**src/hdl/acpc_map.svh**
```systemverilog
/*
 * Register offsets, field positions, reset values and timing counts for
 * the converter pin configuration block.
 * Assumes an 8-bit APB byte address and 32-bit data, one word per register.
 */
//
// Contract
// - Four-bit pin config field picks analog or digital role per pin.
// - Pin role comes from control register two alone; direction bits do not alter it.
// - Result registers are not touched by reset; undefined until converted.
// - A selected pin driven as output converts its digital output level.
// - Channel select and direction bits never gate or block conversion.
// - First and fifth port reads return zero on analog input pins.
// - Second port reads return one on analog input pins.
// - Digital input pins still feed their analog level when selected.
// - Setting go starts conversion; go clears after thirteen TAD periods.
`ifndef ACPC_MAP_SVH
`define ACPC_MAP_SVH

// ****************************************************************
// Register byte offsets
// ****************************************************************
`define ACPC_OFF_CTRL_ONE     8'h00
`define ACPC_OFF_CTRL_TWO     8'h04
`define ACPC_OFF_RES_HIGH     8'h08
`define ACPC_OFF_RES_LOW      8'h0c
`define ACPC_OFF_DIR          8'h10
`define ACPC_OFF_DRIVE        8'h14
`define ACPC_OFF_FIRST_IO     8'h18
`define ACPC_OFF_SECOND_IO    8'h1c
`define ACPC_OFF_FIFTH_IO     8'h20

// ****************************************************************
// Field positions
// ****************************************************************
`define ACPC_ON_BIT           0
`define ACPC_GO_BIT           1
`define ACPC_CHAN_LSB         2
`define ACPC_CHAN_MSB         5
`define ACPC_CLK_LSB          6
`define ACPC_CLK_MSB          7
`define ACPC_PCFG_MSB         3
`define ACPC_RES_SPLIT        8

// ****************************************************************
// Reset values and timing counts
// ****************************************************************
`define ACPC_DIR_RESET        10'h3ff
`define ACPC_DRIVE_RESET      10'h000
`define ACPC_TAD_TOTAL        4'hd
`define ACPC_DIV_2            6'h01
`define ACPC_DIV_8            6'h07
`define ACPC_DIV_32           6'h1f
`define ACPC_DIV_64           6'h3f
`define ACPC_FIRST_PINS       5
`define ACPC_FIFTH_PINS       3
`define ACPC_SECOND_PINS      2

`endif

```
**src/hdl/acpc_pkg.sv**
```systemverilog
/*
 * Types shared by the converter pin configuration block.
 * Assumes the map header supplies all numeric constants.
 */
package acpc_pkg;
   typedef enum logic [1:0] {
      ST_IDLE,
      ST_SETTLE,
      ST_TRIAL
   } acpc_state_t;

   typedef logic [11:0] acpc_code_t;
endpackage

```
**src/hdl/acpc_top.sv**
```systemverilog
/*
 * APB register slave and successive-approximation sequencer for a 12-bit
 * converter, with per-pin analog/digital selection and port read masking.
 * Assumes an external analog front end that compares the selected channel
 * against sar_trial and answers on cmp_in within one TAD period, and port
 * pin inputs already synchronous to sys_clk.
 */
// The implementer's own choices: the address map and the APB register port.
`timescale 1ns/1ps
`include "acpc_map.svh"

module acpc_top #(
   parameter int N_PINS = 10
) (
   input  wire logic        sys_clk,
   input  wire logic        nrst,
   input  wire logic        psel,
   input  wire logic        penable,
   input  wire logic        pwrite,
   input  wire logic [7:0]  paddr,
   input  wire logic [31:0] pwdata,
   output logic      [31:0] prdata,
   output logic             pready,
   output logic             pslverr,
   input  wire logic [9:0]  pin_in,
   output logic      [9:0]  pin_out,
   output logic      [9:0]  pin_oe,
   input  wire logic [7:0]  first_port_in,
   input  wire logic [7:0]  second_port_in,
   input  wire logic [7:0]  fifth_port_in,
   input  wire logic        cmp_in,
   output logic      [3:0]  sar_channel,
   output logic      [11:0] sar_trial,
   output logic             sar_sample
);

   // ****************************************************************
   // Elaboration check
   // ****************************************************************
   // The pin maps below are laid out for exactly ten analog pins.
   generate
      if (N_PINS != 10) begin : g_bad_pins
         $error("acpc_top serves exactly ten analog pins");
      end
   endgenerate

   // ****************************************************************
   // Functions
   // ****************************************************************
   // Config code n makes pins 0 to 9-n analog; codes above nine none.
   function automatic logic [9:0] analog_mask(input logic [3:0] code);
      logic [9:0] m;
      m = 10'h000;
      for (int i = 0; i < 10; i++) begin
         if (int'(code) + i < 10) begin
            m[i] = 1'b1;
         end
      end
      return m;
   endfunction

   // Terminal count of the TAD divider for each clock select code.
   function automatic logic [5:0] tad_term(input logic [1:0] sel);
      logic [5:0] t;
      case (sel)
         2'h0:    t = `ACPC_DIV_2;
         2'h1:    t = `ACPC_DIV_8;
         2'h2:    t = `ACPC_DIV_32;
         default: t = `ACPC_DIV_64;
      endcase
      return t;
   endfunction

   // ****************************************************************
   // State
   // ****************************************************************
   logic                 conv_on;
   logic                 go;
   logic [3:0]           chan;
   logic [1:0]           clk_sel;
   logic [3:0]           pcfg;
   logic [9:0]           dir;
   logic [9:0]           drive;
   acpc_pkg::acpc_state_t state;
   logic [5:0]           div_cnt;
   logic [3:0]           tad_cnt;
   logic [11:0]          acc;
   logic [11:0]          bit_mask;
   acpc_pkg::acpc_code_t result;

   logic                 next_conv_on;
   logic                 next_go;
   logic [3:0]           next_chan;
   logic [1:0]           next_clk_sel;
   logic [3:0]           next_pcfg;
   logic [9:0]           next_dir;
   logic [9:0]           next_drive;
   acpc_pkg::acpc_state_t next_state;
   logic [5:0]           next_div_cnt;
   logic [3:0]           next_tad_cnt;
   logic [11:0]          next_acc;
   logic [11:0]          next_bit_mask;
   logic [11:0]          next_sar_trial;
   logic                 next_sar_sample;
   logic                 res_load;
   logic [31:0]          next_prdata;
   logic                 next_pready;
   logic                 next_pslverr;

   logic                 wr_fire;
   logic                 wr_ctrl1;
   logic [9:0]           amask;
   logic                 tad_tick;
   logic                 cmp_eff;
   logic                 sel_valid;
   logic [7:0]           first_rd;
   logic [7:0]           second_rd;
   logic [7:0]           fifth_rd;

   // ****************************************************************
   // Decode and pin roles
   // ****************************************************************
   // A write takes effect only at the edge that completes the access.
   assign wr_fire  = psel & penable & pready & pwrite;
   assign wr_ctrl1 = wr_fire & (paddr == `ACPC_OFF_CTRL_ONE);
   assign amask    = analog_mask(pcfg);
   assign tad_tick = (state != acpc_pkg::ST_IDLE) &&
                     (div_cnt == tad_term(clk_sel));
   assign sel_valid = (chan < 4'ha);

   // A driven pin presents its own output level to the converter, so a
   // high drive reads full scale and a low drive reads zero.
   always_comb begin
      cmp_eff = cmp_in;
      if (sel_valid && pin_oe[chan]) begin
         cmp_eff = pin_out[chan];
      end
   end

   // Analog pins read low on the first and fifth ports, high on the second.
   always_comb begin
      first_rd  = first_port_in;
      second_rd = second_port_in;
      fifth_rd  = fifth_port_in;
      for (int i = 0; i < `ACPC_FIRST_PINS; i++) begin
         if (amask[i]) begin
            first_rd[i] = 1'b0;
         end
      end
      for (int i = 0; i < `ACPC_FIFTH_PINS; i++) begin
         if (amask[i + `ACPC_FIRST_PINS]) begin
            fifth_rd[i] = 1'b0;
         end
      end
      for (int i = 0; i < `ACPC_SECOND_PINS; i++) begin
         if (amask[i + `ACPC_FIRST_PINS + `ACPC_FIFTH_PINS]) begin
            second_rd[i] = 1'b1;
         end
      end
   end

   // ****************************************************************
   // Control registers and conversion sequencer
   // ****************************************************************
   // Start, abort and completion share one process so that the go bit has
   // a single owner; a software set in the completion cycle wins.
   always_comb begin
      next_conv_on    = conv_on;
      next_go         = go;
      next_chan       = chan;
      next_clk_sel    = clk_sel;
      next_pcfg       = pcfg;
      next_dir        = dir;
      next_drive      = drive;
      next_state      = state;
      next_div_cnt    = div_cnt;
      next_tad_cnt    = tad_cnt;
      next_acc        = acc;
      next_bit_mask   = bit_mask;
      next_sar_trial  = sar_trial;
      next_sar_sample = 1'b0;
      res_load        = 1'b0;
      if (state != acpc_pkg::ST_IDLE) begin
         next_div_cnt = tad_tick ? 6'h00 : div_cnt + 6'h01;
      end
      case (state)
         acpc_pkg::ST_IDLE: begin
            next_div_cnt = 6'h00;
         end
         acpc_pkg::ST_SETTLE: begin
            next_sar_sample = ~tad_tick;
            if (tad_tick) begin
               next_state     = acpc_pkg::ST_TRIAL;
               next_tad_cnt   = tad_cnt + 4'h1;
               next_sar_trial = acc | bit_mask;
            end
         end
         acpc_pkg::ST_TRIAL: begin
            if (tad_tick) begin
               next_acc       = cmp_eff ? (acc | bit_mask) : acc;
               next_bit_mask  = bit_mask >> 1;
               next_tad_cnt   = tad_cnt + 4'h1;
               next_sar_trial = next_acc | next_bit_mask;
               if (tad_cnt == `ACPC_TAD_TOTAL - 4'h1) begin
                  next_state = acpc_pkg::ST_IDLE;
                  next_go    = 1'b0;
                  res_load   = 1'b1;
               end
            end
         end
         default: begin
            next_state = acpc_pkg::ST_IDLE;
         end
      endcase
      if (wr_ctrl1) begin
         next_conv_on = pwdata[`ACPC_ON_BIT];
         next_chan    = pwdata[`ACPC_CHAN_MSB:`ACPC_CHAN_LSB];
         next_clk_sel = pwdata[`ACPC_CLK_MSB:`ACPC_CLK_LSB];
         next_go      = pwdata[`ACPC_GO_BIT];
         // Turning on and setting go together leaves go cleared.
         if (pwdata[`ACPC_ON_BIT] && !conv_on) begin
            next_go = 1'b0;
         end
      end
      if (wr_fire && paddr == `ACPC_OFF_CTRL_TWO) begin
         next_pcfg = pwdata[`ACPC_PCFG_MSB:0];
      end
      if (wr_fire && paddr == `ACPC_OFF_DIR) begin
         next_dir = pwdata[9:0];
      end
      if (wr_fire && paddr == `ACPC_OFF_DRIVE) begin
         next_drive = pwdata[9:0];
      end
      // Clearing go or the enable mid-conversion aborts and keeps the
      // partial value, which software can still read back.
      if (state != acpc_pkg::ST_IDLE && (!next_go || !next_conv_on)) begin
         next_state = acpc_pkg::ST_IDLE;
         next_go    = 1'b0;
         res_load   = 1'b1;
      end
      // Neither channel nor direction is consulted here. Starting from
      // idle also serves a go set in the completion cycle, so a set that
      // wins over the hardware clear never leaves go stuck with no work.
      if (next_go && next_conv_on &&
          next_state == acpc_pkg::ST_IDLE) begin
         next_state     = acpc_pkg::ST_SETTLE;
         next_div_cnt   = 6'h00;
         next_tad_cnt   = 4'h0;
         next_acc       = 12'h000;
         next_bit_mask  = 12'h800;
         next_sar_trial = 12'h000;
      end
   end

   always_ff @(posedge sys_clk or negedge nrst) begin
      if (!nrst) begin
         conv_on    <= 1'b0;
         go         <= 1'b0;
         chan       <= 4'h0;
         clk_sel    <= 2'h0;
         pcfg       <= 4'h0;
         dir        <= `ACPC_DIR_RESET;
         drive      <= `ACPC_DRIVE_RESET;
         state      <= acpc_pkg::ST_IDLE;
         div_cnt    <= 6'h00;
         tad_cnt    <= 4'h0;
         acc        <= 12'h000;
         bit_mask   <= 12'h800;
         sar_trial  <= 12'h000;
         sar_sample <= 1'b0;
         sar_channel <= 4'h0;
         pin_out    <= 10'h000;
         pin_oe     <= 10'h000;
      end else begin
         conv_on    <= next_conv_on;
         go         <= next_go;
         chan       <= next_chan;
         clk_sel    <= next_clk_sel;
         pcfg       <= next_pcfg;
         dir        <= next_dir;
         drive      <= next_drive;
         state      <= next_state;
         div_cnt    <= next_div_cnt;
         tad_cnt    <= next_tad_cnt;
         acc        <= next_acc;
         bit_mask   <= next_bit_mask;
         sar_trial  <= next_sar_trial;
         sar_sample <= next_sar_sample;
         sar_channel <= next_chan;
         pin_out    <= next_drive;
         pin_oe     <= ~next_dir;
      end
   end

   // Results have no reset on purpose: they keep whatever they held.
   always_ff @(posedge sys_clk) begin
      if (res_load) begin
         result <= next_acc;
      end
   end

   // ****************************************************************
   // APB read path
   // ****************************************************************
   // One wait state: pready rises in the second access cycle.
   always_comb begin
      next_pready  = psel & penable & ~pready;
      next_pslverr = 1'b0;
      next_prdata  = 32'h0000_0000;
      if (next_pready) begin
         case (paddr)
            `ACPC_OFF_CTRL_ONE: begin
               next_prdata[`ACPC_ON_BIT] = conv_on;
               next_prdata[`ACPC_GO_BIT] = go;
               next_prdata[`ACPC_CHAN_MSB:`ACPC_CHAN_LSB] = chan;
               next_prdata[`ACPC_CLK_MSB:`ACPC_CLK_LSB]   = clk_sel;
            end
            `ACPC_OFF_CTRL_TWO: next_prdata[`ACPC_PCFG_MSB:0] = pcfg;
            `ACPC_OFF_RES_HIGH: begin
               next_prdata[3:0] = result[11:`ACPC_RES_SPLIT];
            end
            `ACPC_OFF_RES_LOW: begin
               next_prdata[7:0] = result[`ACPC_RES_SPLIT-1:0];
            end
            `ACPC_OFF_DIR:       next_prdata[9:0] = dir;
            `ACPC_OFF_DRIVE:     next_prdata[9:0] = drive;
            `ACPC_OFF_FIRST_IO:  next_prdata[7:0] = first_rd;
            `ACPC_OFF_SECOND_IO: next_prdata[7:0] = second_rd;
            `ACPC_OFF_FIFTH_IO:  next_prdata[7:0] = fifth_rd;
            default: begin
               next_pslverr = 1'b1;
            end
         endcase
      end
   end

   always_ff @(posedge sys_clk or negedge nrst) begin
      if (!nrst) begin
         prdata  <= 32'h0000_0000;
         pready  <= 1'b0;
         pslverr <= 1'b0;
      end else begin
         prdata  <= next_prdata;
         pready  <= next_pready;
         pslverr <= next_pslverr;
      end
   end

endmodule

```
**config.mk**
```make
export PLATFORM = sky130hd
export DESIGN_NAME = acpc_top
export DESIGN_NICKNAME = d
export VERILOG_FILES = /design/src/hdl/acpc_pkg.sv /design/src/hdl/acpc_top.sv
export VERILOG_INCLUDE_DIRS = /design/src /design/src/hdl
export SDC_FILE = /design/constraint.sdc
export NUM_CORES = 1
export LEC_CHECK = 0
export BUFFER_PORTS_ARGS = -buffer_cell sky130_fd_sc_hd__buf_2
export CAP_MARGIN = 20
export CORE_ASPECT_RATIO = 0.5
export CORE_MARGIN = 4
export CORE_UTILIZATION = 30
export DETAILED_ROUTE_END_ITERATION = 7
export PLACE_DENSITY = 0.55
export SYNTH_ARGS = -nofsm -noshare
export SYNTH_HDL_FRONTEND = slang
export SYNTH_SLANG_ARGS = --single-unit
```
**constraint.sdc**
```tcl
create_clock -name sys_clk -period 3.73 [get_ports sys_clk]
set_clock_uncertainty 0.05 [all_clocks]
set_input_delay 0.746 -clock sys_clk [delete_from_list [all_inputs] [get_ports sys_clk]]
set_output_delay 0.746 -clock sys_clk [all_outputs]
set_load 0.02 [all_outputs]
```
==> results.toml, run 1 <==
[drt]
wl_met1_mm = 8.530
avgViaCountPerCell = 5.019
dr_wl_met2_mm = 7.912
firstDrtPassIters = 5
drc = 0
dr.max_layer_used = "met4"
drt_iter0_markers = 386
drtAntennaViolNets = 0
wl_mm = 17.55
wire_per_inst_um = 17.99
dr_wl_met3_um = 836
num_vias = 4894

[worst_setup_path]
crit_fanout = 16
crit_arrival_ns = 3.16
critPathLaunch = "state[0]"
crit_path_end_kind = "flop"
crit_required_ns = 3.95
cp-start-kind = "flop"
worstReg2RegStart = "state[0]"
critPathKind = "flop to flop"

[clocking]
cts_setup_buffers = 0
clk_pin_slew_ns = 0.06
clock_sinks = 115
hold_buffers = 0
clock_path_buffers = 2
htree_levels = 4
cts_buffers = 17
insertion_delay_ns = 0.41
cts_tree = "yes"
cts_resized = 0
clockRootBuffer = "clkbuf_16"

[logic_synthesis]
ys_warn_count = 0
synth_seq_cells = 115
yosysSeqAreaShare_pct = 48.10
synth_commonest_cells = "dfrtp_1, nand2_1, nor2_1"
synthCells = 602
synth_area_leaders = "dfrtp_1, edfxtp_1, dfstp_2, nand2_1, a21oi_1"
yosysTopAreaCell = "dfrtp_1"
synth_cell_types = 67
synth.most_common_cell = "dfrtp_1"
netlist_area_mm2 = 0.006136
synth_top_cell_area_share_pct = 37.52
async_flop_share_pct = 89.57
synth_edf_count = 12
synth_top_flop_cell = "dfrtp_1"
avgSynthCellArea_um2 = 10.19

[sta]
slew_headroom_pct = 33.32
tightestPinTransition_ns = 0.9936
finalHoldViolCount = 0
rsz0062_at_grt = "no"
slew_viol_final = 0
setup_violations = 0
fmax_ghz = 0.3405
tns_ns = 0
post-route-min-period_ns = 2.937
final.period_utilization_pct = 78.74

[final_layout]
multi_input_area_mm2 = 0.002863
fill_cells = 1955
syn_to_final_growth_pct = 22.06
nets = 789
regArea_mm2 = 0.002952
diodes = 0
drive_above_1_share_pct = 27.36

[placed_design]
globalplace.congestion = 0.9035
io_buffer_count = 96
place.detailed.hpwl_mm = 12.65

[min_path]
hold_class = "primary input to async pin"

[floorplan]
core_mm2 = 0.01977
ioPinCount = 151
rows = 36
die_y_um = 109.1
die_area_mm2 = 0.02294
dieWidth_um = 210.3
start_util_pct = 31.03

[power]
ir_drop_v = 0.0002121
p_switching_uw = 681.9
p_per_area_mw_per_mm2 = 414.1
seq_power_share_pct = 41.0
internal_power_mw = 2.420
clkPwrFrac_pct = 55.2
power_mw = 3.102
comb_power_share_pct = 3.8
sw_frac_of_total_pct = 21.99
leakage_nw = 3.253

[grt]
gr-total-overflow = 0
grt_use_total_pct = 15.29
antenna_found_initial = 0
grt_start_max_net_pins = 56
grt_pass1_vias = 4802
grt_pass1_wl_mm = 27.54

[status]
status = "finished, final reports clean"

[job]
maxCapViolCount = 0
==> power by group through the flow <==
stage	Combinational (mW)	Clock, mW	Sequential (mW)
after detailed placement	0.119	0	1.29
after global placement	0.118	0	1.29
after CTS	0.119	1.74	1.27
after floorplan	0.0631	0	1.29
final	0.118	1.71	1.27
after global routing	0.131	1.80	1.27
==> flip-flops by register name, indices dropped and copies added, names as in the netlist, 6 cells and up <==
name / flops
prdata: 10
pin_oe: 10
acc: 12
drive: 10
result: 12
dir: 10
div_cnt: 6
bit_mask: 12
sar_trial: 12
==> cells in the final DEF, fill, tap and decap left out, types with 10 or more instances in the layout <==
cell and count:
buf_2 95, dfrtp_1 92, nand2_1 68, nor2_1 48
a21oi_1 38, inv_1 25, conb_1 22, a31oi_1 20
mux2i_1 18, clkbuf_16 17, mux2_2 16, nand3_1 15
buf_4 15, a22oi_1 14, o21ai_0 13, ha_1 13
nor3_1 12, nor3b_1 12, edfxtp_1 12, dfstp_2 11
a2111oi_2 10
==> per-layer routing <==
metal  vias to the layer above  global-route usage (%)
met5                         -                  0.2155
met3                        17                   2.961
met1                      2411                   22.28
li1                       2333                       -
met4                         0                   4.514
met2                       133                   23.13
==> final timing paths <==
kind / slack [ns] / endpoint / cells past startpoint
worst min register to register: 0.49 / bit_mask[10] / 2
min in group sys_clk: 0.49 / bit_mask[10] / 2
worst max register to register: 0.79 / sar_trial[0] / 7
worst min-delay path: 0.32 / prdata[2] / 1
max in group asynchronous: 2.54 / dir[8] / 2
worst max-delay path: 0.79 / sar_trial[0] / 7
==> metrics by stage <==
stage / cells / instance area, µm² / hold WS [ns] / setup slack (ns) / util [%]
after floorplan: 623 / 6215 / 0.4004 / 0.7405 / -
after global placement: 942 / 6865 / 0.4665 / 0.6309 / 34.72
after detailed placement: 942 / 6865 / 0.4802 / 0.5670 / 34.72
after CTS: 974 / 7482 / 0.3514 / 0.7417 / 37.84
after global routing: 975 / 7490 / 0.3769 / 0.5045 / 37.88
final: 975 / 7490 / 0.3238 / 0.7929 / 37.88
==> worst max-delay path, cell delays in order, from the launching register on <==
cell       delay [ns]
dfrtp_1          0.43
inv_1            0.13
ha_1             0.57
nor2_1           0.14
o21ai_1          0.80
nor3_2           0.07
buf_4            0.24
a2111oi_0        0.39
==> cell type report <==
class,instances,share of cell area (%)
clock buffers,19,5.780
clock inverters,13,2.456
flip-flops and latches,115,39.41
repair buffers,112,8.386
well taps,266,4.444
multi-input cells,424,38.22
inverters,26,1.303
==> logic make-up (layout without fill, tap and decap cells) <==
| group | after synthesis | after routing | synth area share, % |
|---|---|---|---|
| compound gates | 143 | 143 | 17.37 |
| xor+xnor | 12 | 12 | 1.713 |
| fa+ha+maj | 13 | 13 | 2.651 |
| buf+inv | 84 | 170 | 6.913 |
| flops | 115 | 115 | 48.10 |
| mux | 39 | 39 | 7.708 |
| other cells | 1 | 22 | 0.06112 |
| simple gates | 195 | 195 | 15.48 |
Power figures use the tool's default switching activity.
==> run 2: changes to the inputs <==
--- a/config.mk
+++ b/config.mk
@@ -6,6 +6,7 @@
 export SDC_FILE = /design/constraint.sdc
 export NUM_CORES = 1
 export LEC_CHECK = 0
+export ABC_AREA = 1
 export BUFFER_PORTS_ARGS = -buffer_cell sky130_fd_sc_hd__buf_2
 export CAP_MARGIN = 20
 export CORE_ASPECT_RATIO = 0.5
==> constraint.sdc (replaced) <==
create_clock -name sys_clk -period 2.74 [get_ports sys_clk]
set_clock_uncertainty 0.05 [all_clocks]
set_input_delay 0.548 -clock sys_clk [delete_from_list [all_inputs] [get_ports sys_clk]]
set_output_delay 0.548 -clock sys_clk [all_outputs]
set_load 0.02 [all_outputs]
==> run 2 against run 1 <==
Via count increased by 11%. Largest cell class unchanged. Largest power group unchanged. Synthesized area grew 3.3%. Synthesized cell count up 33%.
==> results.toml, run 2 <==
[status]
status = "finished, final reports clean"

[clocking]
cts_resized = 0
clockRootBuffer = "clkbuf_16"
cts_tree = "yes"
insertion_delay_ns = 0.41
hold_buffers = 0
cts_setup_buffers = 0
htree_levels = 4
clk_pin_slew_ns = 0.05
clock_path_buffers = 2
clock_sinks = 115
cts_buffers = 17

[grt]
grt_start_max_net_pins = 51
grt_use_total_pct = 15.28
gr-total-overflow = 0
grt_pass1_vias = 5434
grt_pass1_wl_mm = 29.06
antenna_found_initial = 0

[logic_synthesis]
synthCells = 802
async_flop_share_pct = 89.57
synth_cell_types = 42
netlist_area_mm2 = 0.006339
synth_area_leaders = "dfrtp_1, nand2_1, inv_1, edfxtp_1, dfstp_2"
yosysTopAreaCell = "dfrtp_1"
synth_edf_count = 12
synth_top_flop_cell = "dfrtp_1"
synth_top_cell_area_share_pct = 36.32
ys_warn_count = 0
synth.most_common_cell = "nand2_1"
synth_seq_cells = 115
yosysSeqAreaShare_pct = 46.57
avgSynthCellArea_um2 = 7.903
synth_commonest_cells = "nand2_1, inv_1, dfrtp_1"

[worst_setup_path]
crit_fanout = 17
crit_arrival_ns = 2.60
worstReg2RegStart = "state[0]"
critPathKind = "flop to flop"
crit_required_ns = 2.85
critPathBufInv = 3
timing.reg2reg.setup_slack_ns = 0.25
max_stage_delay_ns = 0.39
crit_top_cell = "nand2_1"
crit_path_end_kind = "flop"
crit_family = "simple AND/OR/NAND/NOR gates"
r2r.worst_path.cells = 13
crit_chain = "inv_1 > ha_1 > nor2_1 > nand3_1 > nor2_4 > nand2_4 > nand2_1 > nand3_1 > nand2_1 > nand3_4 > buf_12 > nand2_1 > inv_1"
cp-start-kind = "flop"
reg2reg_to = "result[11]"
cp_slowest_cell = "dfrtp_1"

[power]
leakage_nw = 4.022
p_per_area_mw_per_mm2 = 618.5
power_mw = 4.803
ir_drop_v = 0.0003438

[sta]
post-route-min-period_ns = 2.494
final.period_utilization_pct = 91.01
tns_ns = 0
setup_violations = 0
slew_headroom_pct = 58.38
slew_viol_final = 0
tightestPinTransition_ns = 0.6243
rsz0062_at_grt = "no"
finalHoldViolCount = 0
fmax_ghz = 0.4010

[drt]
drtAntennaViolNets = 0
drc = 0
wl_mm = 17.88
num_vias = 5442
wire_per_inst_um = 14.85
drt_iter0_markers = 335
avgViaCountPerCell = 4.520
firstDrtPassIters = 5

[floorplan]
rows = 37
ioPinCount = 151
die_y_um = 110.8
core_mm2 = 0.02065
start_util_pct = 30.70
dieWidth_um = 213.6
die_area_mm2 = 0.02366

[final_layout]
layout_commonest_cell = "nand2_1"
final_cell_area_mm2 = 0.007766
mostFrequentLayoutCells = "nand2_1, inv_1, buf_2"
nets = 1011
diodes = 0
syn_to_final_growth_pct = 22.52
fin_util_pct = 37.61
drive_above_1_share_pct = 23.09

[min_path]
hold_class = "primary input to async pin"

[placed_design]
io_buffer_count = 96
globalplace.congestion = 0.8725
place_area_mm2 = 0.007149
place.detailed.hpwl_mm = 13.31

[job]
maxCapViolCount = 0
## run 2: cell count changes after synthesis, sizes merged, moves of 10 or more
cell	delta
nand2	+155
inv	+113
nand3	+45
o21ai	+45
a31oi	-20
mux2i	-18
mux2	-15
a22oi	-13
a2111oi	-12
nor3	+12
nor3b	-12
clkbuf	-10
## run 2: layer usage
layer	track usage (%)	part of all wire, %
met1	21.74	48
met2	24.42	47
met3	2.573	3.4
met4	3.409	1.0
met5	0	0
## run 2: where the power goes
group,total [mW],internal (mW),switching [mW]
Clock,2.32,1.53,0.790
Sequential,1.90,1.84,0.0646
Combinational,0.578,0.201,0.377
## run 2: cells by family (layout without fill, tap and decap cells)
family | count (synthesis) | in the layout | synth area share [%]
flops | 115 | 115 | 46.57
fa+ha+maj | 13 | 13 | 2.566
compound gates | 108 | 108 | 10.82
mux | 1 | 1 | 0.1776
other cells | 1 | 22 | 0.05916
xor+xnor | 12 | 12 | 1.658
simple gates | 371 | 371 | 25.46
buf+inv | 181 | 289 | 12.69
## run 2: worst max-delay path by stage
stage / slack (ns) / depth (start not counted) / from / to
3_3_place_gp: 0.20 / 12 / paddr[1] / result[11]
3_5_place_dp: 0.15 / 12 / paddr[1] / result[11]
2_1_floorplan: 0.06 / 9 / state[0] / result[0]
5_1_grt: 0.04 / 12 / state[0] / sar_trial[0]
4_1_cts: 0.23 / 13 / state[0] / result[11]
6_report: 0.25 / 13 / state[0] / result[11]
## run 2: final cells by class
cell class | instances | area, µm²
flip-flops and latches | 115 | 2952
clock inverters | 8 | 125.1
repair buffers | 118 | 673.1
multi-input cells | 527 | 2661
well taps | 273 | 341.6
fillers | 2121 | 12880
clock buffers | 24 | 491.7
inverters | 139 | 521.8
## run 2: through the flow
step	hold WS (ns)	setup slack, ns	instances
2_1_floorplan	0.2024	0.06102	823
3_3_place_gp	0.4348	0.1978	1172
3_5_place_dp	0.4409	0.1527	1172
6_report	0.1201	0.2463	1204
4_1_cts	0.1356	0.2338	1204
5_1_grt	0.1639	0.03834	1204
==> run 3: changes to the inputs <==
==> constraint.sdc (replaced) <==
create_clock -name sys_clk -period 2.74 [get_ports sys_clk]
set_clock_uncertainty 0.05 [all_clocks]
set_input_delay 0.274 -clock sys_clk [delete_from_list [all_inputs] [get_ports sys_clk]]
set_output_delay 0.274 -clock sys_clk [all_outputs]
set_load 0.02 [all_outputs]
==> run 3 against run 2 <==
First-iteration DRC count increased by 15%. Clock-buffer cell count decreased by 5. Non-clock buffer count decreased by 7. Flip-flop and latch count unchanged. Worst setup slack improved by 0.084 ns. Critical endpoint is now sar_trial[0].
==> results.toml, run 3 (same netlist as run 2, synthesis figures left out) <==
[status]
status = "finished, final reports clean"

[worst_setup_path]
crit_fanout = 22
cp_slowest_cell = "inv_2"
r2r.worst_path.cells = 12
timing.reg2reg.setup_slack_ns = 0.33
critPathBufInv = 2
crit_required_ns = 2.96
crit_path_end_kind = "flop"
cp-start-kind = "flop"
worstReg2RegStart = "state[0]"
crit_family = "simple AND/OR/NAND/NOR gates"
reg2reg_to = "sar_trial[0]"
max_stage_delay_ns = 0.38
crit_arrival_ns = 2.63
critPathKind = "flop to flop"
crit_chain = "inv_1 > ha_1 > nor2_1 > nand3_1 > nor2_4 > nand2_4 > nand2_1 > nand3_1 > nand2_1 > nand3_4 > inv_2 > a21oi_1"

[drt]
firstDrtPassIters = 5
wire_per_inst_um = 14.78
drc = 0
avgViaCountPerCell = 4.512
drt_iter0_markers = 385
wl_mm = 17.69
drtAntennaViolNets = 0
num_vias = 5401

[clocking]
htree_levels = 4
clockRootBuffer = "clkbuf_16"
clk_pin_slew_ns = 0.06
cts_resized = 0
clock_sinks = 115
clock_path_buffers = 2
hold_buffers = 1
cts_tree = "yes"
cts_setup_buffers = 0
cts_buffers = 17
insertion_delay_ns = 0.41

[floorplan]
rows = 37
start_util_pct = 30.70
dieWidth_um = 213.6
die_y_um = 110.8
core_mm2 = 0.02065
die_area_mm2 = 0.02366
ioPinCount = 151

[grt]
antenna_found_initial = 0
grt_pass1_wl_mm = 28.69
grt_use_total_pct = 15.12
gr-total-overflow = 0
grt_pass1_vias = 5376
grt_start_max_net_pins = 44

[sta]
slew_headroom_pct = 55.22
tns_ns = 0
holdWs_ns = 0.02702
rsz0062_at_grt = "no"
tightestPinTransition_ns = 0.6701
slew_viol_final = 0
finalHoldViolCount = 0
fmax_ghz = 0.4150
setup_violations = 0
post-route-min-period_ns = 2.410
final.period_utilization_pct = 87.95

[final_layout]
final_cell_area_mm2 = 0.007724
drive_above_1_share_pct = 22.62
syn_to_final_growth_pct = 21.85
mostFrequentLayoutCells = "nand2_1, inv_1, buf_2"
nets = 1004
diodes = 0
stdcell_count = 1197
layout_commonest_cell = "nand2_1"

[power]
p_per_area_mw_per_mm2 = 624.8
power_mw = 4.826
leakage_nw = 3.993
ir_drop_v = 0.0003623

[placed_design]
place.detailed.hpwl_mm = 13.15
globalplace.congestion = 0.8590
place_inst = 1164
place_area_mm2 = 0.007089
io_buffer_count = 96

[min_path]
hp-start = "pwdata[4]"
min_to = "pin_oe[4]"
hold_path_depth = 2
hold_class = "primary input to flop"

[job]
maxCapViolCount = 0
[run 3: changes by cell type in the layout (fill, tap and decap cells not counted)]
cell,before,now
clkbuf_16,17,18
clkbuf_8,4,0
dlygate4sd3_1,0,1
clkinv_4,1,3
buf_4,21,13
clkbuf_1,3,1
inv_4,0,1
clkinv_2,2,1
inv_6,1,4
[run 3: metal layers]
metal	track usage (%)	share of wire (%)	up-vias	routed length, µm
li1	-	-	2701	-
met1	20.96	47	2547	8267
met2	24.27	47	134	8272
met3	3.167	5.1	19	902
met4	3.579	1.4	0	247
met5	0	0	-	0
[run 3: stage by stage]
step	utilization (%)	worst slack, ns
after floorplan	-	0.06102
after global routing	37.41	0.06000
after detailed placement	34.34	0.2886
after global placement	34.34	0.3730
after CTS	37.41	0.2719
final	37.41	0.3302
[run 3: how the worst max path moves through the flow]
stage                  start            to  slack [ns]  depth (start not counted)
global route        state[1]  sar_trial[0]        0.06                         12
global placement        psel  sar_trial[0]        0.37                         10
finish              state[0]  sar_trial[0]        0.33                         12
CTS                 state[0]  sar_trial[0]        0.27                         12
floorplan           state[0]     result[0]        0.06                          9
detailed placement  state[0]  sar_trial[0]        0.29                         12
[run 3: where the power goes]
| group | internal [mW] | total (mW) | switching [mW] |
|---|---|---|---|
| clock network | 1.50 | 2.34 | 0.845 |
| registers | 1.84 | 1.91 | 0.0664 |
| logic | 0.201 | 0.576 | 0.375 |
| total | 3.54 | 4.83 | 1.29 |
[run 3: area by class of cell]
cell class | count | area, µm²
Clock buffer | 19 | 454.2
Inverter | 139 | 521.8
Sequential cell | 115 | 2952
Fill cell | 2135 | 12920
Clock inverter | 13 | 170.2
Multi-Input combinational cell | 527 | 2661
Tap cell | 273 | 341.6
Timing Repair Buffer | 111 | 623.1
